===== config.mk =====
export PLATFORM = sky130hd
export DESIGN_NAME = counter_latch_sync_compare
export DESIGN_NICKNAME = d
export VERILOG_FILES = /design/src/common/counter_latch_pkg.sv /design/src/design/counter_latch_sync_compare.sv
export SDC_FILE = /design/constraint.sdc
export NUM_CORES = 1
export LEC_CHECK = 0
export ABC_CLOCK_PERIOD_IN_PS = 8700
export BUFFER_PORTS_ARGS = -buffer_cell sky130_fd_sc_hd__buf_4
export CAP_MARGIN = 5
export CORE_ASPECT_RATIO = 0.5
export CORE_UTILIZATION = 37
export DETAILED_ROUTE_END_ITERATION = 16
export GPL_TIMING_DRIVEN = 0
export PLACE_DENSITY = 0.55
export SYNTH_ARGS = -nofsm -noshare
export SYNTH_HDL_FRONTEND = slang
export SYNTH_SLANG_ARGS = --single-unit

===== constraint.sdc =====
create_clock -name core_clk -period 8.7 [get_ports core_clk]
set_clock_uncertainty 0.15 [all_clocks]
set_input_delay 0.87 -clock core_clk [delete_from_list [all_inputs] [get_ports core_clk]]
set_output_delay 0.87 -clock core_clk [all_outputs]
set_load 0.02 [all_outputs]

===== src/common/counter_latch_pkg.sv =====
// Shared constants, field layouts and carriers for the counter latch/sync/compare block
package counter_latch_pkg;

  // Register byte addresses on the Avalon-MM slave
  localparam logic [7:0] ADDR_CTRL = 8'h00;
  localparam logic [7:0] ADDR_CONFIG = 8'h04;
  localparam logic [7:0] ADDR_LOAD = 8'h08;
  localparam logic [7:0] ADDR_CMP_A = 8'h0C;
  localparam logic [7:0] ADDR_CMP_B = 8'h10;
  localparam logic [7:0] ADDR_DIRECT = 8'h14;
  localparam logic [7:0] ADDR_FEEDBACK = 8'h18;
  localparam logic [7:0] ADDR_STATUS = 8'h1C;
  localparam logic [7:0] ADDR_LIVE = 8'h20;

  typedef enum logic [1:0] {
    IN_PLAIN = 2'h0,
    IN_LATCH_RETRIG = 2'h1,
    IN_LATCH = 2'h2,
    IN_SYNC = 2'h3
  } inFunc_t;

  typedef enum logic [2:0] {
    OUT_PLAIN = 3'h0,
    OUT_GE = 3'h1,
    OUT_LE = 3'h2,
    OUT_PULSE = 3'h3,
    OUT_WINDOW = 3'h4
  } outFunc_t;

  typedef enum logic [1:0] {
    DIR_NONE = 2'h0,
    DIR_UP = 2'h1,
    DIR_DOWN = 2'h2
  } dirMode_t;

  // Control word, bit 0 is softwareGate
  typedef struct packed {
    logic busSync;
    logic virtualOutEnable;
    logic primaryOutEnable;
    logic forceVirtualOut;
    logic forcePrimaryOut;
    logic statusClearRequest;
    logic resyncEnable;
    logic softwareGate;
  } ctrl_t;

  // Configuration word, bits [1:0] are inputFunc
  typedef struct packed {
    logic [7:0] pulseLength;
    logic [7:0] hysteresis;
    outFunc_t funcB;
    outFunc_t funcA;
    dirMode_t mainDir;
    logic gateInterrupting;
    logic syncPeriodic;
    inFunc_t inputFunc;
  } cfg_t;

  localparam ctrl_t CTRL_RESET = 8'h00;
  localparam cfg_t CONFIG_RESET = 28'h0000000;
  localparam logic [31:0] COUNT_RESET = 32'h00000000;
  localparam logic [31:0] LATCH_RESET = 32'h00000000;
  localparam logic [31:0] LOAD_RESET = 32'h00000000;
  localparam logic [31:0] CMP_RESET = 32'h00000000;

  // Status word bit positions
  localparam int ST_EXT_LEVEL = 0;
  localparam int ST_RESYNC_DONE = 1;
  localparam int ST_PRIMARY_OUT = 2;
  localparam int ST_VIRTUAL_OUT = 3;
  localparam int ST_HIT_A = 4;
  localparam int ST_HIT_B = 5;
  localparam int ST_GATE = 6;
  localparam int ST_DIR_UP = 7;
  localparam int ST_PARAM_ERR = 8;

  // Pulse length step timing
  localparam int CLK_PERIOD_NS = 10;
  localparam int PULSE_STEP_NS = 2000000;
  localparam int PULSE_STEP_CYCLES = PULSE_STEP_NS / CLK_PERIOD_NS;

endpackage


===== src/design/counter_latch_sync_compare.sv =====
// Counter with input-edge latch, retrigger and resync, plus two compare outputs
`timescale 1ns/100ps
module counter_latch_sync_compare import counter_latch_pkg::*; #(
  parameter int STEP_CYCLES = PULSE_STEP_CYCLES
) (
  input wire logic core_clk, // Module clock, 100 MHz
  input wire logic rst_n, // Asynchronous reset, active low
  input wire logic [7:0] address, // Avalon byte address
  input wire logic read, // Avalon read request
  input wire logic write, // Avalon write request
  input wire logic [31:0] writedata, // Avalon write data
  output logic [31:0] readdata, // Avalon read data
  output logic waitrequest, // Avalon wait request
  input wire logic extInputPin, // External reference/latch input pin
  input wire logic countUpPulse, // One-cycle count up step
  input wire logic countDownPulse, // One-cycle count down step
  input wire logic busReadInstant, // One-cycle bus read instant strobe
  input wire logic busWriteInstant, // One-cycle bus write instant strobe
  output logic primarySwitchOut // Real switched output
);

  // ---------------- Registers ----------------
  ctrl_t ctrl_reg;
  cfg_t cfg_reg;
  logic signed [31:0] count_reg;
  logic signed [31:0] latch_reg;
  logic signed [31:0] loadValue_reg;
  logic signed [31:0] shownLatch_reg;
  logic signed [31:0] cmpVal_reg [2];
  logic waitReq_reg;
  logic [31:0] readData_reg;
  logic [1:0] extSync_reg;
  logic extLevel_reg;
  logic armed_reg;
  logic started_reg;
  logic syncUsed_reg;
  logic syncWindow_reg;
  logic resyncDone_reg;
  logic countMoved_reg;
  logic lastUp_reg;
  logic virtShown_reg;
  logic primaryOut_reg;
  logic [1:0] outOn_reg;
  logic [1:0] hitFlag_reg;
  logic [1:0] forceLatch_reg;
  logic [1:0] hystAct_reg;
  logic [7:0] pulseSteps_reg [2];
  logic [17:0] pulseCycles_reg [2];

  // ---------------- Bus decode ----------------
  wire wrTake = write & ~waitReq_reg;
  wire rdStart = read & waitReq_reg;
  wire selCtrl = (address == ADDR_CTRL);
  wire selConfig = (address == ADDR_CONFIG);
  wire selLoad = (address == ADDR_LOAD);
  wire selCmpA = (address == ADDR_CMP_A);
  wire selCmpB = (address == ADDR_CMP_B);
  wire selDirect = (address == ADDR_DIRECT);
  wire selFeedback = (address == ADDR_FEEDBACK);
  wire selStatus = (address == ADDR_STATUS);
  wire selLive = (address == ADDR_LIVE);
  wire wrCtrl = wrTake & selCtrl;
  ctrl_t ctrlWr;
  assign ctrlWr = ctrl_t'(writedata[7:0]);
  // Clear request is a command, never stored
  ctrl_t ctrlNext;
  assign ctrlNext = wrCtrl ? ctrl_t'({ctrlWr[7:3], 1'b0, ctrlWr[1:0]}) : ctrl_reg;
  wire clearPulse = wrCtrl & ctrlWr.statusClearRequest;
  wire gateRise = wrCtrl & ctrlWr.softwareGate & ~ctrl_reg.softwareGate;
  wire [1:0] forceNew = {ctrlNext.forceVirtualOut, ctrlNext.forcePrimaryOut};
  wire [1:0] forceOld = {ctrl_reg.forceVirtualOut, ctrl_reg.forcePrimaryOut};
  wire [1:0] forceRise = forceNew & ~forceOld;
  wire [1:0] forceFall = ~forceNew & forceOld;
  wire [1:0] outEnable = {ctrl_reg.virtualOutEnable, ctrl_reg.primaryOutEnable};

  // ---------------- Input synchroniser ----------------
  wire extRise = extSync_reg[1] & ~extLevel_reg;

  // ---------------- Counter core ----------------
  wire gateOpen = ctrl_reg.softwareGate;
  wire isRetrig = (cfg_reg.inputFunc == IN_LATCH_RETRIG);
  wire isLatch = (cfg_reg.inputFunc == IN_LATCH);
  wire isSync = (cfg_reg.inputFunc == IN_SYNC);
  wire directLoad = wrTake & selDirect;
  wire retrigEvt = isRetrig & armed_reg & extRise;
  wire latchEvt = retrigEvt | (isLatch & extRise);
  wire syncEvt = isSync & gateOpen & ctrl_reg.resyncEnable & extRise
    & (cfg_reg.syncPeriodic | ~syncUsed_reg);
  // Plain latch starts from load value; later opens load only when canceling
  wire latchGateLoad = isLatch & (~started_reg | ~cfg_reg.gateInterrupting);
  wire otherGateLoad = ~isLatch & ~isRetrig & ~cfg_reg.gateInterrupting;
  wire gateLoad = gateRise & (latchGateLoad | otherGateLoad);
  wire reload = retrigEvt | syncEvt | gateLoad;
  wire stepUp = gateOpen & countUpPulse & ~countDownPulse;
  wire stepDown = gateOpen & countDownPulse & ~countUpPulse;
  wire stepped = (stepUp | stepDown) & ~directLoad & ~reload;
  wire signed [31:0] countStepped = stepUp ? count_reg + 32'sh00000001 :
    stepDown ? count_reg - 32'sh00000001 : count_reg;
  wire signed [31:0] countNext = directLoad ? $signed(writedata) :
    reload ? loadValue_reg : countStepped;
  // Latch ignores direct load and the gate; retrigger mode first needs one gate opening to arm
  wire signed [31:0] latchNext = latchEvt ? count_reg : latch_reg;
  wire latchMode = isRetrig | isLatch;
  wire signed [31:0] feedbackCount = !latchMode ? count_reg :
    ctrl_reg.busSync ? shownLatch_reg : latch_reg;

  // Resync done flag; set wins over clear
  wire syncSetNow = ctrl_reg.busSync ?
    (busReadInstant & (syncWindow_reg | syncEvt)) : syncEvt;
  wire resyncDoneNext = syncSetNow | (resyncDone_reg & ~clearPulse);
  wire syncWindowNext = syncEvt | (syncWindow_reg & ~busReadInstant);

  // ---------------- Comparators ----------------
  wire paramError = (cfg_reg.funcA == OUT_WINDOW)
    & ((cfg_reg.hysteresis != 8'h00) | (cfg_reg.funcB != OUT_PLAIN));
  wire signed [31:0] hystSpan = $signed({24'h000000, cfg_reg.hysteresis});
  wire dirOk = (cfg_reg.mainDir == DIR_NONE) | ((cfg_reg.mainDir == DIR_UP) & lastUp_reg)
    | ((cfg_reg.mainDir == DIR_DOWN) & ~lastUp_reg);
  wire signed [31:0] v1 = cmpVal_reg[0];
  wire signed [31:0] v2 = cmpVal_reg[1];
  wire winInside = (count_reg >= v2) & (count_reg <= v1);
  wire winOutside = (count_reg < v1) | (count_reg > v2);
  wire winCond = (v2 < v1) ? winInside :
    (v2 == v1) ? (count_reg == v1) : winOutside;
  wire [1:0] outOnNext;
  wire [1:0] hitFlagNext;

  genvar ch;
  generate
    for (ch = 0; ch < 2; ch++) begin : g_cmp
      wire outFunc_t func = (ch == 0) ? cfg_reg.funcA : cfg_reg.funcB;
      // Modular difference keeps the band correct across wrap
      wire signed [31:0] diff = count_reg - cmpVal_reg[ch];
      wire inBand = (diff >= -hystSpan) & (diff <= hystSpan);
      wire eq = (count_reg == cmpVal_reg[ch]);
      wire hit = countMoved_reg & eq & dirOk;
      wire isWindow = (func == OUT_WINDOW) & (ch == 0) & ~paramError;
      wire rawCond = (func == OUT_GE) ? (count_reg >= cmpVal_reg[ch]) :
        (func == OUT_LE) ? (count_reg <= cmpVal_reg[ch]) :
        (func == OUT_PULSE) ? eq :
        isWindow ? winCond : 1'b0;
      wire hystUsed = (cfg_reg.hysteresis != 8'h00) & ((func == OUT_GE)
        | (func == OUT_LE) | (func == OUT_PULSE));
      wire hystTrig = (func == OUT_PULSE) ? hit : rawCond;
      wire hystNext = hystUsed & inBand
        & (hystAct_reg[ch] | hystTrig);
      wire effCond = rawCond | hystAct_reg[ch];
      wire lenZero = (cfg_reg.pulseLength == 8'h00);
      wire pulseRun = (pulseSteps_reg[ch] != 8'h00);
      // Hysteresis blocks retrigger inside band; a forced set makes one pulse
      wire pulseStart = outEnable[ch] & (func == OUT_PULSE) & ~lenZero
        & ((hit & ~hystAct_reg[ch]) | forceRise[ch]);
      wire [7:0] stepsNext = pulseStart ? cfg_reg.pulseLength :
        (pulseRun & (pulseCycles_reg[ch] == 18'(STEP_CYCLES - 1))) ?
        pulseSteps_reg[ch] - 8'h01 : pulseSteps_reg[ch];
      wire [17:0] cyclesNext = (pulseStart | ~pulseRun
        | (pulseCycles_reg[ch] == 18'(STEP_CYCLES - 1))) ?
        18'h00000 : pulseCycles_reg[ch] + 18'h00001;
      wire forceable = (func != OUT_PULSE) & (func != OUT_WINDOW);
      wire forceLatchNext = (forceRise[ch] & forceable)
        | (forceLatch_reg[ch] & ~forceFall[ch] & forceable);
      // Full step count on, so the pin width equals the setting
      wire pulseOn = lenZero ? (eq | hystAct_reg[ch]) : pulseRun;
      wire funcOn = (func == OUT_PLAIN) ? forceLatch_reg[ch] :
        ((func == OUT_GE) | (func == OUT_LE)) ? (effCond | forceLatch_reg[ch]) :
        (func == OUT_PULSE) ? pulseOn : isWindow & rawCond;
      assign outOnNext[ch] = outEnable[ch] & funcOn;
      // Flag set wins over acknowledge, so ack only sticks once output is off
      assign hitFlagNext[ch] = outOn_reg[ch] | (forceRise[ch] & ~outEnable[ch])
        | (hitFlag_reg[ch] & ~clearPulse);

      always_ff @(posedge core_clk or negedge rst_n) begin
        if (!rst_n) begin
          hystAct_reg[ch] <= 1'b0;
          forceLatch_reg[ch] <= 1'b0;
          pulseSteps_reg[ch] <= 8'h00;
          pulseCycles_reg[ch] <= 18'h00000;
          outOn_reg[ch] <= 1'b0;
          hitFlag_reg[ch] <= 1'b0;
        end else begin
          hystAct_reg[ch] <= hystNext;
          forceLatch_reg[ch] <= forceLatchNext;
          pulseSteps_reg[ch] <= stepsNext;
          pulseCycles_reg[ch] <= cyclesNext;
          outOn_reg[ch] <= outOnNext[ch];
          hitFlag_reg[ch] <= hitFlagNext[ch];
        end
      end
    end
  endgenerate

  // ---------------- Output timing ----------------
  // With busSync set, primary waits for the bus write instant only in plain function; virtual output waits for the read instant in every function
  wire primaryHold = ctrl_reg.busSync & (cfg_reg.funcA == OUT_PLAIN) & ~busWriteInstant;
  wire primaryNext = primaryHold ? primaryOut_reg : outOn_reg[0];
  wire virtShownNext = (~ctrl_reg.busSync | busReadInstant) ?
    outOn_reg[1] : virtShown_reg;
  wire signed [31:0] shownLatchNext = busReadInstant ? latch_reg : shownLatch_reg;

  // ---------------- Read mux ----------------
  wire [31:0] statusWord = {23'h000000, paramError, lastUp_reg, gateOpen,
    hitFlag_reg[1], hitFlag_reg[0], virtShown_reg, primaryOut_reg,
    resyncDone_reg, extLevel_reg};
  wire [31:0] readMux = selCtrl ? {24'h000000, ctrl_reg} :
    selConfig ? {4'h0, cfg_reg} :
    selLoad ? loadValue_reg :
    selCmpA ? cmpVal_reg[0] :
    selCmpB ? cmpVal_reg[1] :
    selDirect ? count_reg :
    selFeedback ? feedbackCount :
    selStatus ? statusWord :
    selLive ? count_reg : 32'h00000000;

  assign readdata = readData_reg;
  assign waitrequest = waitReq_reg;
  assign primarySwitchOut = primaryOut_reg;

  // ---------------- Bus and configuration registers ----------------
  always_ff @(posedge core_clk or negedge rst_n) begin
    if (!rst_n) begin
      waitReq_reg <= 1'b1;
      readData_reg <= 32'h00000000;
      ctrl_reg <= CTRL_RESET;
      cfg_reg <= CONFIG_RESET;
      loadValue_reg <= LOAD_RESET;
      cmpVal_reg[0] <= CMP_RESET;
      cmpVal_reg[1] <= CMP_RESET;
    end else begin
      waitReq_reg <= ~((read | write) & waitReq_reg);
      readData_reg <= rdStart ? readMux : readData_reg;
      ctrl_reg <= ctrlNext;
      cfg_reg <= (wrTake & selConfig) ? cfg_t'(writedata[27:0]) : cfg_reg;
      loadValue_reg <= (wrTake & selLoad) ? $signed(writedata) : loadValue_reg;
      cmpVal_reg[0] <= (wrTake & selCmpA) ? $signed(writedata) : cmpVal_reg[0];
      cmpVal_reg[1] <= (wrTake & selCmpB) ? $signed(writedata) : cmpVal_reg[1];
    end
  end

  // ---------------- Input, counter and latch ----------------
  always_ff @(posedge core_clk or negedge rst_n) begin
    if (!rst_n) begin
      extSync_reg <= 2'h0;
      extLevel_reg <= 1'b0;
      count_reg <= COUNT_RESET;
      latch_reg <= LATCH_RESET;
      shownLatch_reg <= LATCH_RESET;
      countMoved_reg <= 1'b0;
      lastUp_reg <= 1'b1;
    end else begin
      extSync_reg <= {extSync_reg[0], extInputPin};
      extLevel_reg <= extSync_reg[1];
      count_reg <= countNext;
      latch_reg <= latchNext;
      shownLatch_reg <= shownLatchNext;
      countMoved_reg <= stepped;
      lastUp_reg <= stepUp ? 1'b1 : stepDown ? 1'b0 : lastUp_reg;
    end
  end

  // ---------------- Mode state and feedback flags ----------------
  always_ff @(posedge core_clk or negedge rst_n) begin
    if (!rst_n) begin
      armed_reg <= 1'b0;
      started_reg <= 1'b0;
      syncUsed_reg <= 1'b0;
      syncWindow_reg <= 1'b0;
      resyncDone_reg <= 1'b0;
      virtShown_reg <= 1'b0;
      primaryOut_reg <= 1'b0;
    end else begin
      armed_reg <= isRetrig & (armed_reg | gateOpen);
      started_reg <= isLatch & (started_reg | gateRise);
      syncUsed_reg <= ctrl_reg.resyncEnable & (syncUsed_reg | syncEvt);
      syncWindow_reg <= syncWindowNext;
      resyncDone_reg <= resyncDoneNext;
      virtShown_reg <= virtShownNext;
      primaryOut_reg <= primaryNext;
    end
  end

endmodule


==> results of run 1 <==
cell usage in the layout, fill, tap and decap left out, types with 14 or more instances in the layout:
cell type  count
a211oi_1      15
a21o_1        61
a21oi_1      201
a221oi_1      15
a22oi_1       23
a31oi_1       44
and2_1        23
and3_1        31
buf_1         14
buf_2         14
buf_4         80
clkbuf_1      88
clkbuf_16     29
dfrtp_1      330
ha_1         215
inv_1        124
mux2_2       193
mux2i_1       44
nand2_1      180
nand2b_1      21
nand3_1       65
nand4_1       47
nor2_1       239
nor2b_1       27
nor3_1        45
nor4_1        26
o211ai_1      42
o21a_1        25
o21ai_0      133
o22ai_1       30
xnor2_1       68
xor2_1        45
per-layer routing:
layer | vias up | global-route usage
met4 | 0 | 0.0430
li1 | 9960 | -
met5 | - | 0
met1 | 10500 | 0.377
met3 | 81 | 0.0435
met2 | 674 | 0.370
timing repair:
item,4_1_cts,5_1_grt
setup buffers,0,0
hold endpoints to repair,11,0
hold buffers,1,0
layout make-up:
class,count,area [µm²],area share
multi-input combinational,2059,14800,0.551
sequential,332,8310,0.309
tap,871,1090,0.0405
clock buffer,40,847,0.0315
timing repair buffer,88,752,0.0280
inverter,124,465,0.0173
buffer,112,437,0.0162
clock inverter,13,176,0.00656
antenna,3,7.51,0.000279
power by group through the flow:
stage	registers, mW	logic, mW	clock network, mW
after global routing	1.89	6.49	1.52
after floorplan	1.82	4.24	0
after global placement	1.91	5.61	0
after CTS	1.89	5.73	1.46
after detailed placement	1.92	5.68	0
final	1.89	5.84	1.44
how the worst max path moves through the flow:
stage / start / to / slack (ns)
after floorplan: countDownPulse / count_reg[30] / 4.02
after detailed placement: count_reg[1] / hystAct_reg[0] / 2.78
after global placement: countDownPulse / count_reg[30] / 2.70
final: count_reg[0] / hystAct_reg[0] / 2.50
after global routing: count_reg[0] / hystAct_reg[0] / 2.24
after CTS: count_reg[1] / hystAct_reg[0] / 2.75
cells by family after synthesis:
logic type | synth area share
AND/OR/NAND/NOR | 0.152
XOR/XNOR | 0.0412
flip-flops | 0.346
multiplexers | 0.109
adder cells (fa/ha/maj) | 0.114
AO/OA/AOI/OAI | 0.200
buffers and inverters | 0.0376
stage by stage:
stage	util	area, µm²	power [mW]
CTS	0.423	26900	9.08
detailed placement	0.407	25900	7.59
global route	0.423	26900	9.90
finish	0.423	26900	9.17
global placement	0.404	25700	7.53
floorplan	-	24000	6.06
==> flow_summary_export.csv, run 1 <==
group,metric,value,unit
worst_setup_path,crit_top_cell,"nand4_1",
cells_and_area,fillerInstances,6381,
sta,period_needed,6.20,ns
worst_setup_path,critical_path_required,9.05,ns
global_route,grt_first_pass_wirelength,126000,µm
pwr,p_comb_frac,0.638,
worst_setup_path,timing.critical_path.slowest_cell_delay,0.74,ns
floorplan,die_h,182,µm
global_route,track_usage,0.249,
worst_hold_path,worstHoldPathType,"flop to flop",
synthesis,postSynthRegisterBits,332,
cells_and_area,proportion_of_layout_cells_with_a_drive_suffix_above_1,0.138,
route,drt-met1-wl,41100,µm
clocking,cts-resized-gates,0,
worst_setup_path,critical_path_buf_inv_count,3,
sta,final_worst_slack,2.50,ns
worst_setup_path,critical_path.slowest_cell,"a2111oi_1",
worst_setup_path,worstSetupPathDepth,22,
sta,fin_tns_setup,0,ns
synthesis,post-synth-top-count-cell,"dfrtp_1",
floorplan,core_area,0.0636,mm²
worst_hold_path,min_delay_path_depth,0,
floorplan,starting_density_of_the_core,0.378,
pwr,power_frac_seq,0.206,
route,ant_nets,0,
worst_setup_path,timing.reg2reg.setup_slack,2.50,ns
floorplan,i_o_pin_count,83,
global_route,grt_remaining_overflow,0,
global_route,first_global_vias,20100,
placement,buffer_ports.inserted,80,
route,dr_wl_met3,5730,µm
route,viasPerCell,5.82,
global_route,grt_antenna_before_repair,2,
pwr,power.clock.fraction,0.157,
clocking,cts_htree_levels,1,
route,routedWlPerCell,22.9,µm
floorplan,dieArea,0.0660,mm²
pwr,worst_ir_drop_vdd,0.000196,V
placement,place_hpwl,67100,µm
clocking,clk_transition_reported_paths,0.08,ns
cells_and_area,finish.net_count,3013,
pwr,intPower,4.91,mW
floorplan,core.rowCount,65,
floorplan,die_w,362,µm
pwr,p_leak,12.1,nW
sta,total_of_endpoints_with_negative_setup_slack_in_the_final_report,0,
route,postRouteWirelength,83500,µm
worst_setup_path,ff2ff_path_depth,22,
worst_hold_path,hold_path_startpoint,"extSync_reg[0]",
route,route.detailed.drc,0,
clocking,clock_latency,0.59,ns
synthesis,post_synthesis_cell_type_with_the_largest_combined_area,"dfrtp_1",
route,first_pass_iters,7,
clocking,tritoncts_num_sinks,332,
clocking,cts_root_buffer,"clkbuf_16",
clocking,tritoncts,"done",
placement,dp_slack,2.78,ns
worst_setup_path,rr_startpoint,"count_reg[0]",
worst_setup_path,critical_path_peak_fanout,7,
synthesis,yosys-top-cells-count,"dfrtp_1, nor2_1, ha_1, a21oi_1, mux2_2",
synthesis,syn-mean-instance-area,9.15,µm²
sta,final.hold.worst_slack,0.206,ns
cells_and_area,largest_register_ffs,36,
worst_setup_path,worstPathCellList,"buf_2, inv_1, ha_1, inv_1, fa_1, nand3_1, a2111oi_1, o2111ai_1, a41oi_2, o21ai_0, a21oi_1, mux2i_1, or2_2, ha_1, nand4_1, nor2_1, and3_1, nand4_1, or3_1, nand4_1, o2111ai_1, nor3_1",
synthesis,yosysUniqueCellTypes,87,
synthesis,synth.top_cell.area_share,0.344,
sta,clock.fmax,161,MHz
worst_setup_path,start_kind,"flop",
clocking,tritoncts.num_buffers,29,
clocking,cts_buffer_depth,3,
cells_and_area,areaGrowthSynthToFinish,12.0,%
run_status,outcome,"finished clean",
worst_setup_path,timing.critical_path.max_delay_family,"compound AO/OA/AOI/OAI gates",
route,vias_post_dr,21200,
sta,hold_violations,0,
worst_setup_path,crit_arrival,6.55,ns
route,topRoutingLayerUsed,"met4",
synthesis,yosys_warnings,0,
synthesis,synth.yosys.seq_area_share,0.346,
synthesis,summed_instance_area_of_the_synthesized_netlist,0.0240,mm²
flow_run,max-cap-violations,0,
sta,timing.final.crit_share,0.713,
worst_setup_path,endpoint_kind,"flop",
pwr,netSwitchingFraction,0.465,
synthesis,synthesis.instances,2627,
synthesis,main_synth_ff_type,"dfrtp_1",
sta,max_slew.worst_pin.slew,1.37,ns
route,wl_met2,35200,µm
sta,slew_headroom,0.0810,
pwr,power.density_cell_area,341,mW/mm²
synthesis,asyncSetResetFlopFracSynth,1.00,
placement,gp_congestion,0.934,
worst_hold_path,holdPathEnd,"extSync_reg[1]",
synthesis,count_of_flip_flops_with_a_built_in_enable_after_synthesis,0,
route,detailedRoute.firstIterationViolations,2217,
worst_setup_path,critPathKind,"flop to flop",
sta,finalMaxSlewViolations,0,
global_route,largest_net_degree_at_the_start_of_global_routing,114,
synthesis,synth_nets,2894,
pwr,total_switching_power,4.26,mW
sta,rsz0062_at_grt,"no",
cells_and_area,fin_cells,3642,
placement,dpl.cell_count,3584,
synthesis,netlist_top_cells_area,"dfrtp_1, ha_1, mux2_2",
worst_setup_path,regToRegEndpoint,"hystAct_reg[0]",
No activity file was read; power rests on OpenSTA's default activity.
==> run 2, diff against run 1 <==
Settings changed: ABC_AREA set to 1, ABC_CLOCK_PERIOD_IN_PS 8700 to 6300.
Clock period 8.7 ns to 6.3 ns, I/O delays scaled along.
==> run 2 against run 1 <==
  * Die area grew 4.7%
  * Clock power grew 52%
  * Sequential cell count is the same
  * Design area is 4.8% higher
  * Sequential share of layout area fell by 1.4 points
  * Critical path type unchanged
  * Critical path depth is 6 lower
==> flow_summary_export.csv, run 2 <==
group,metric,value,unit
clocking,cts_buffer_depth,3,
floorplan,die_w,371,µm
worst_setup_path,critPathKind,"flop to flop",
cells_and_area,finish.net_count,3908,
cells_and_area,areaGrowthSynthToFinish,12.1,%
sta,slew_headroom,0.156,
synthesis,yosys-top-cells-count,"nand2_1, inv_1, o21ai_0, dfrtp_1, a21oi_1",
worst_setup_path,crit_arrival,5.35,ns
worst_setup_path,ff2ff_path_depth,16,
synthesis,asyncSetResetFlopFracSynth,1.00,
worst_setup_path,critical_path.slowest_cell,"inv_1",
clocking,cts_htree_levels,2,
worst_setup_path,start_kind,"flop",
clocking,cts-resized-gates,0,
route,route.detailed.drc,0,
global_route,grt_antenna_before_repair,4,
clocking,clock_latency,0.61,ns
clocking,tritoncts.num_buffers,36,
global_route,grt_first_pass_wirelength,150000,µm
synthesis,synth.top_cell.area_share,0.328,
synthesis,count_of_flip_flops_with_a_built_in_enable_after_synthesis,0,
worst_hold_path,worstHoldPathType,"input pin to flop",
synthesis,yosysUniqueCellTypes,70,
route,detailedRoute.firstIterationViolations,2692,
sta,total_of_endpoints_with_negative_setup_slack_in_the_final_report,0,
clocking,clk_transition_reported_paths,0.07,ns
worst_hold_path,holdPathEnd,"waitrequest",
route,vias_post_dr,25000,
sta,clock.fmax,199,MHz
pwr,p_leak,13.2,nW
worst_setup_path,endpoint_kind,"flop",
global_route,track_usage,0.291,
sta,fin_tns_setup,0,ns
flow_run,max-cap-violations,0,
worst_hold_path,hold_path_startpoint,"read",
cells_and_area,proportion_of_layout_cells_with_a_drive_suffix_above_1,0.0815,
synthesis,synth_nets,3781,
placement,dp_slack,1.33,ns
worst_setup_path,critical_path_peak_fanout,34,
clocking,tritoncts,"done",
floorplan,starting_density_of_the_core,0.375,
synthesis,yosys_warnings,0,
sta,max_slew.worst_pin.slew,1.26,ns
synthesis,main_synth_ff_type,"dfrtp_1",
floorplan,die_h,186,µm
synthesis,post_synthesis_cell_type_with_the_largest_combined_area,"dfrtp_1",
sta,period_needed,5.03,ns
floorplan,i_o_pin_count,83,
worst_setup_path,timing.reg2reg.setup_slack,1.27,ns
route,viasPerCell,5.47,
global_route,largest_net_degree_at_the_start_of_global_routing,104,
cells_and_area,layout.cells.most_common_list,"nand2_1, inv_1, o21ai_0, dfrtp_1, a21oi_1",
route,routedWlPerCell,22.1,µm
worst_setup_path,crit_top_cell,"nand2_1",
worst_hold_path,min_delay_path_depth,2,
floorplan,core_area,0.0671,mm²
cells_and_area,antennaDiodeCount,0,
floorplan,dieArea,0.0691,mm²
synthesis,post-synth-top-count-cell,"nand2_1",
worst_setup_path,critical_path.startpoint,"gateOpen",
run_status,outcome,"finished clean",
sta,timing.final.crit_share,0.799,
worst_setup_path,critical_path_required,6.62,ns
worst_setup_path,regToRegEndpoint,"count_reg[27]",
placement,buffer_ports.inserted,81,
synthesis,synth.yosys.seq_area_share,0.330,
global_route,first_global_vias,23500,
placement,gp_congestion,0.997,
clocking,cts_root_buffer,"clkbuf_16",
worst_setup_path,timing.critical_path.slowest_cell_delay,0.81,ns
route,postRouteWirelength,101000,µm
synthesis,summed_instance_area_of_the_synthesized_netlist,0.0252,mm²
pwr,worst_ir_drop_vdd,0.000190,V
clocking,tritoncts_num_sinks,332,
sta,rsz0062_at_grt,"no",
cells_and_area,layout.cells.most_common,"nand2_1",
floorplan,core.rowCount,67,
worst_setup_path,worstPathCellList,"inv_1, nor3_1, inv_1, ha_1, a21oi_1, nand2_1, a21oi_1, o21bai_2, a21oi_1, o21ai_0, nand3_1, nand2_1, nand2_1, nand2_1, o21bai_1, a31oi_1",
pwr,power.density_cell_area,400,mW/mm²
synthesis,postSynthRegisterBits,332,
worst_setup_path,rr_startpoint,"gateOpen",
placement,place_hpwl,82700,µm
sta,hold_violations,0,
sta,final_worst_slack,1.27,ns
synthesis,syn-mean-instance-area,7.16,µm²
route,first_pass_iters,6,
route,ant_nets,0,
sta,finalMaxSlewViolations,0,
global_route,grt_remaining_overflow,0,
clocking,post_cts_setup_buffers,0,
synthesis,netlist_top_cells_area,"dfrtp_1, nand2_1, ha_1",
cells_and_area,largest_register_ffs,36,
synthesis,synthesis.instances,3514,
run 2: repair_timing:
| item | in CTS | in global routing |
|---|---|---|
| hold endpoints to repair | 50 | 0 |
| hold buffers | 2 | 0 |
| setup endpoints to repair | 0 | 0 |
run 2: where the power goes:
part / total [mW] / internal [mW] / switching, mW / leakage (nW)
registers: 2.90 / 2.34 / 0.560 / 4.38
logic: 6.19 / 2.20 / 3.99 / 8.22
clock network: 2.19 / 1.19 / 1.01 / 0.568
run 2: worst max path at each step:
stage | end
floorplan | hystAct_reg[1]
global placement | shownLatch_reg[1]
detailed placement | count_reg[27]
CTS | count_reg[27]
global route | count_reg[27]
finish | count_reg[27]
run 2: area by class of cell:
type	count	area [µm²]
timing repair buffer	89	741
inverter	498	1870
clock inverter	13	139
clock buffer	52	1020
multi-input combinational	2587	14600
buffer	97	424
fill	7107	38900
tap	897	1120
sequential	332	8310
run 2: cell families after synthesis:
| family | share of synthesized area |
|---|---|
| multiplexers | 0.00403 |
| adder cells (fa/ha/maj) | 0.109 |
| XOR/XNOR | 0.0303 |
| flip-flops | 0.330 |
| AND/OR/NAND/NOR | 0.241 |
| AO/OA/AOI/OAI | 0.194 |
| buffers and inverters | 0.0913 |
run 2: critical path: cells and delay by family (launching register included):
kind | cells | cell delay [ns]
fa+ha+maj | 1 | 0.62
flops | 1 | 0.52
compound gates | 7 | 1.57
buf+inv | 2 | 0.93
simple gates | 6 | 1.10
run 2: metrics by stage:
stage	util	instance area [µm²]	cells	hold WS (ns)	power, mW
CTS	0.421	28200	4565	0.0443	11.2
global placement	0.401	26900	4492	0.185	8.86
floorplan	-	25200	3514	0.181	7.00
finish	0.421	28200	4565	0.0614	11.3
detailed placement	0.403	27000	4498	0.187	8.98
global route	0.421	28200	4565	0.0594	12.2
run 2: routing by layer:
metal | up-vias | GRT usage | part of all wire
li1 | 11900 | - | -
met1 | 11900 | 0.427 | 0.47
met2 | 974 | 0.426 | 0.41
met3 | 143 | 0.0701 | 0.096
met4 | 2 | 0.0677 | 0.023
met5 | - | 0 | 0.00014
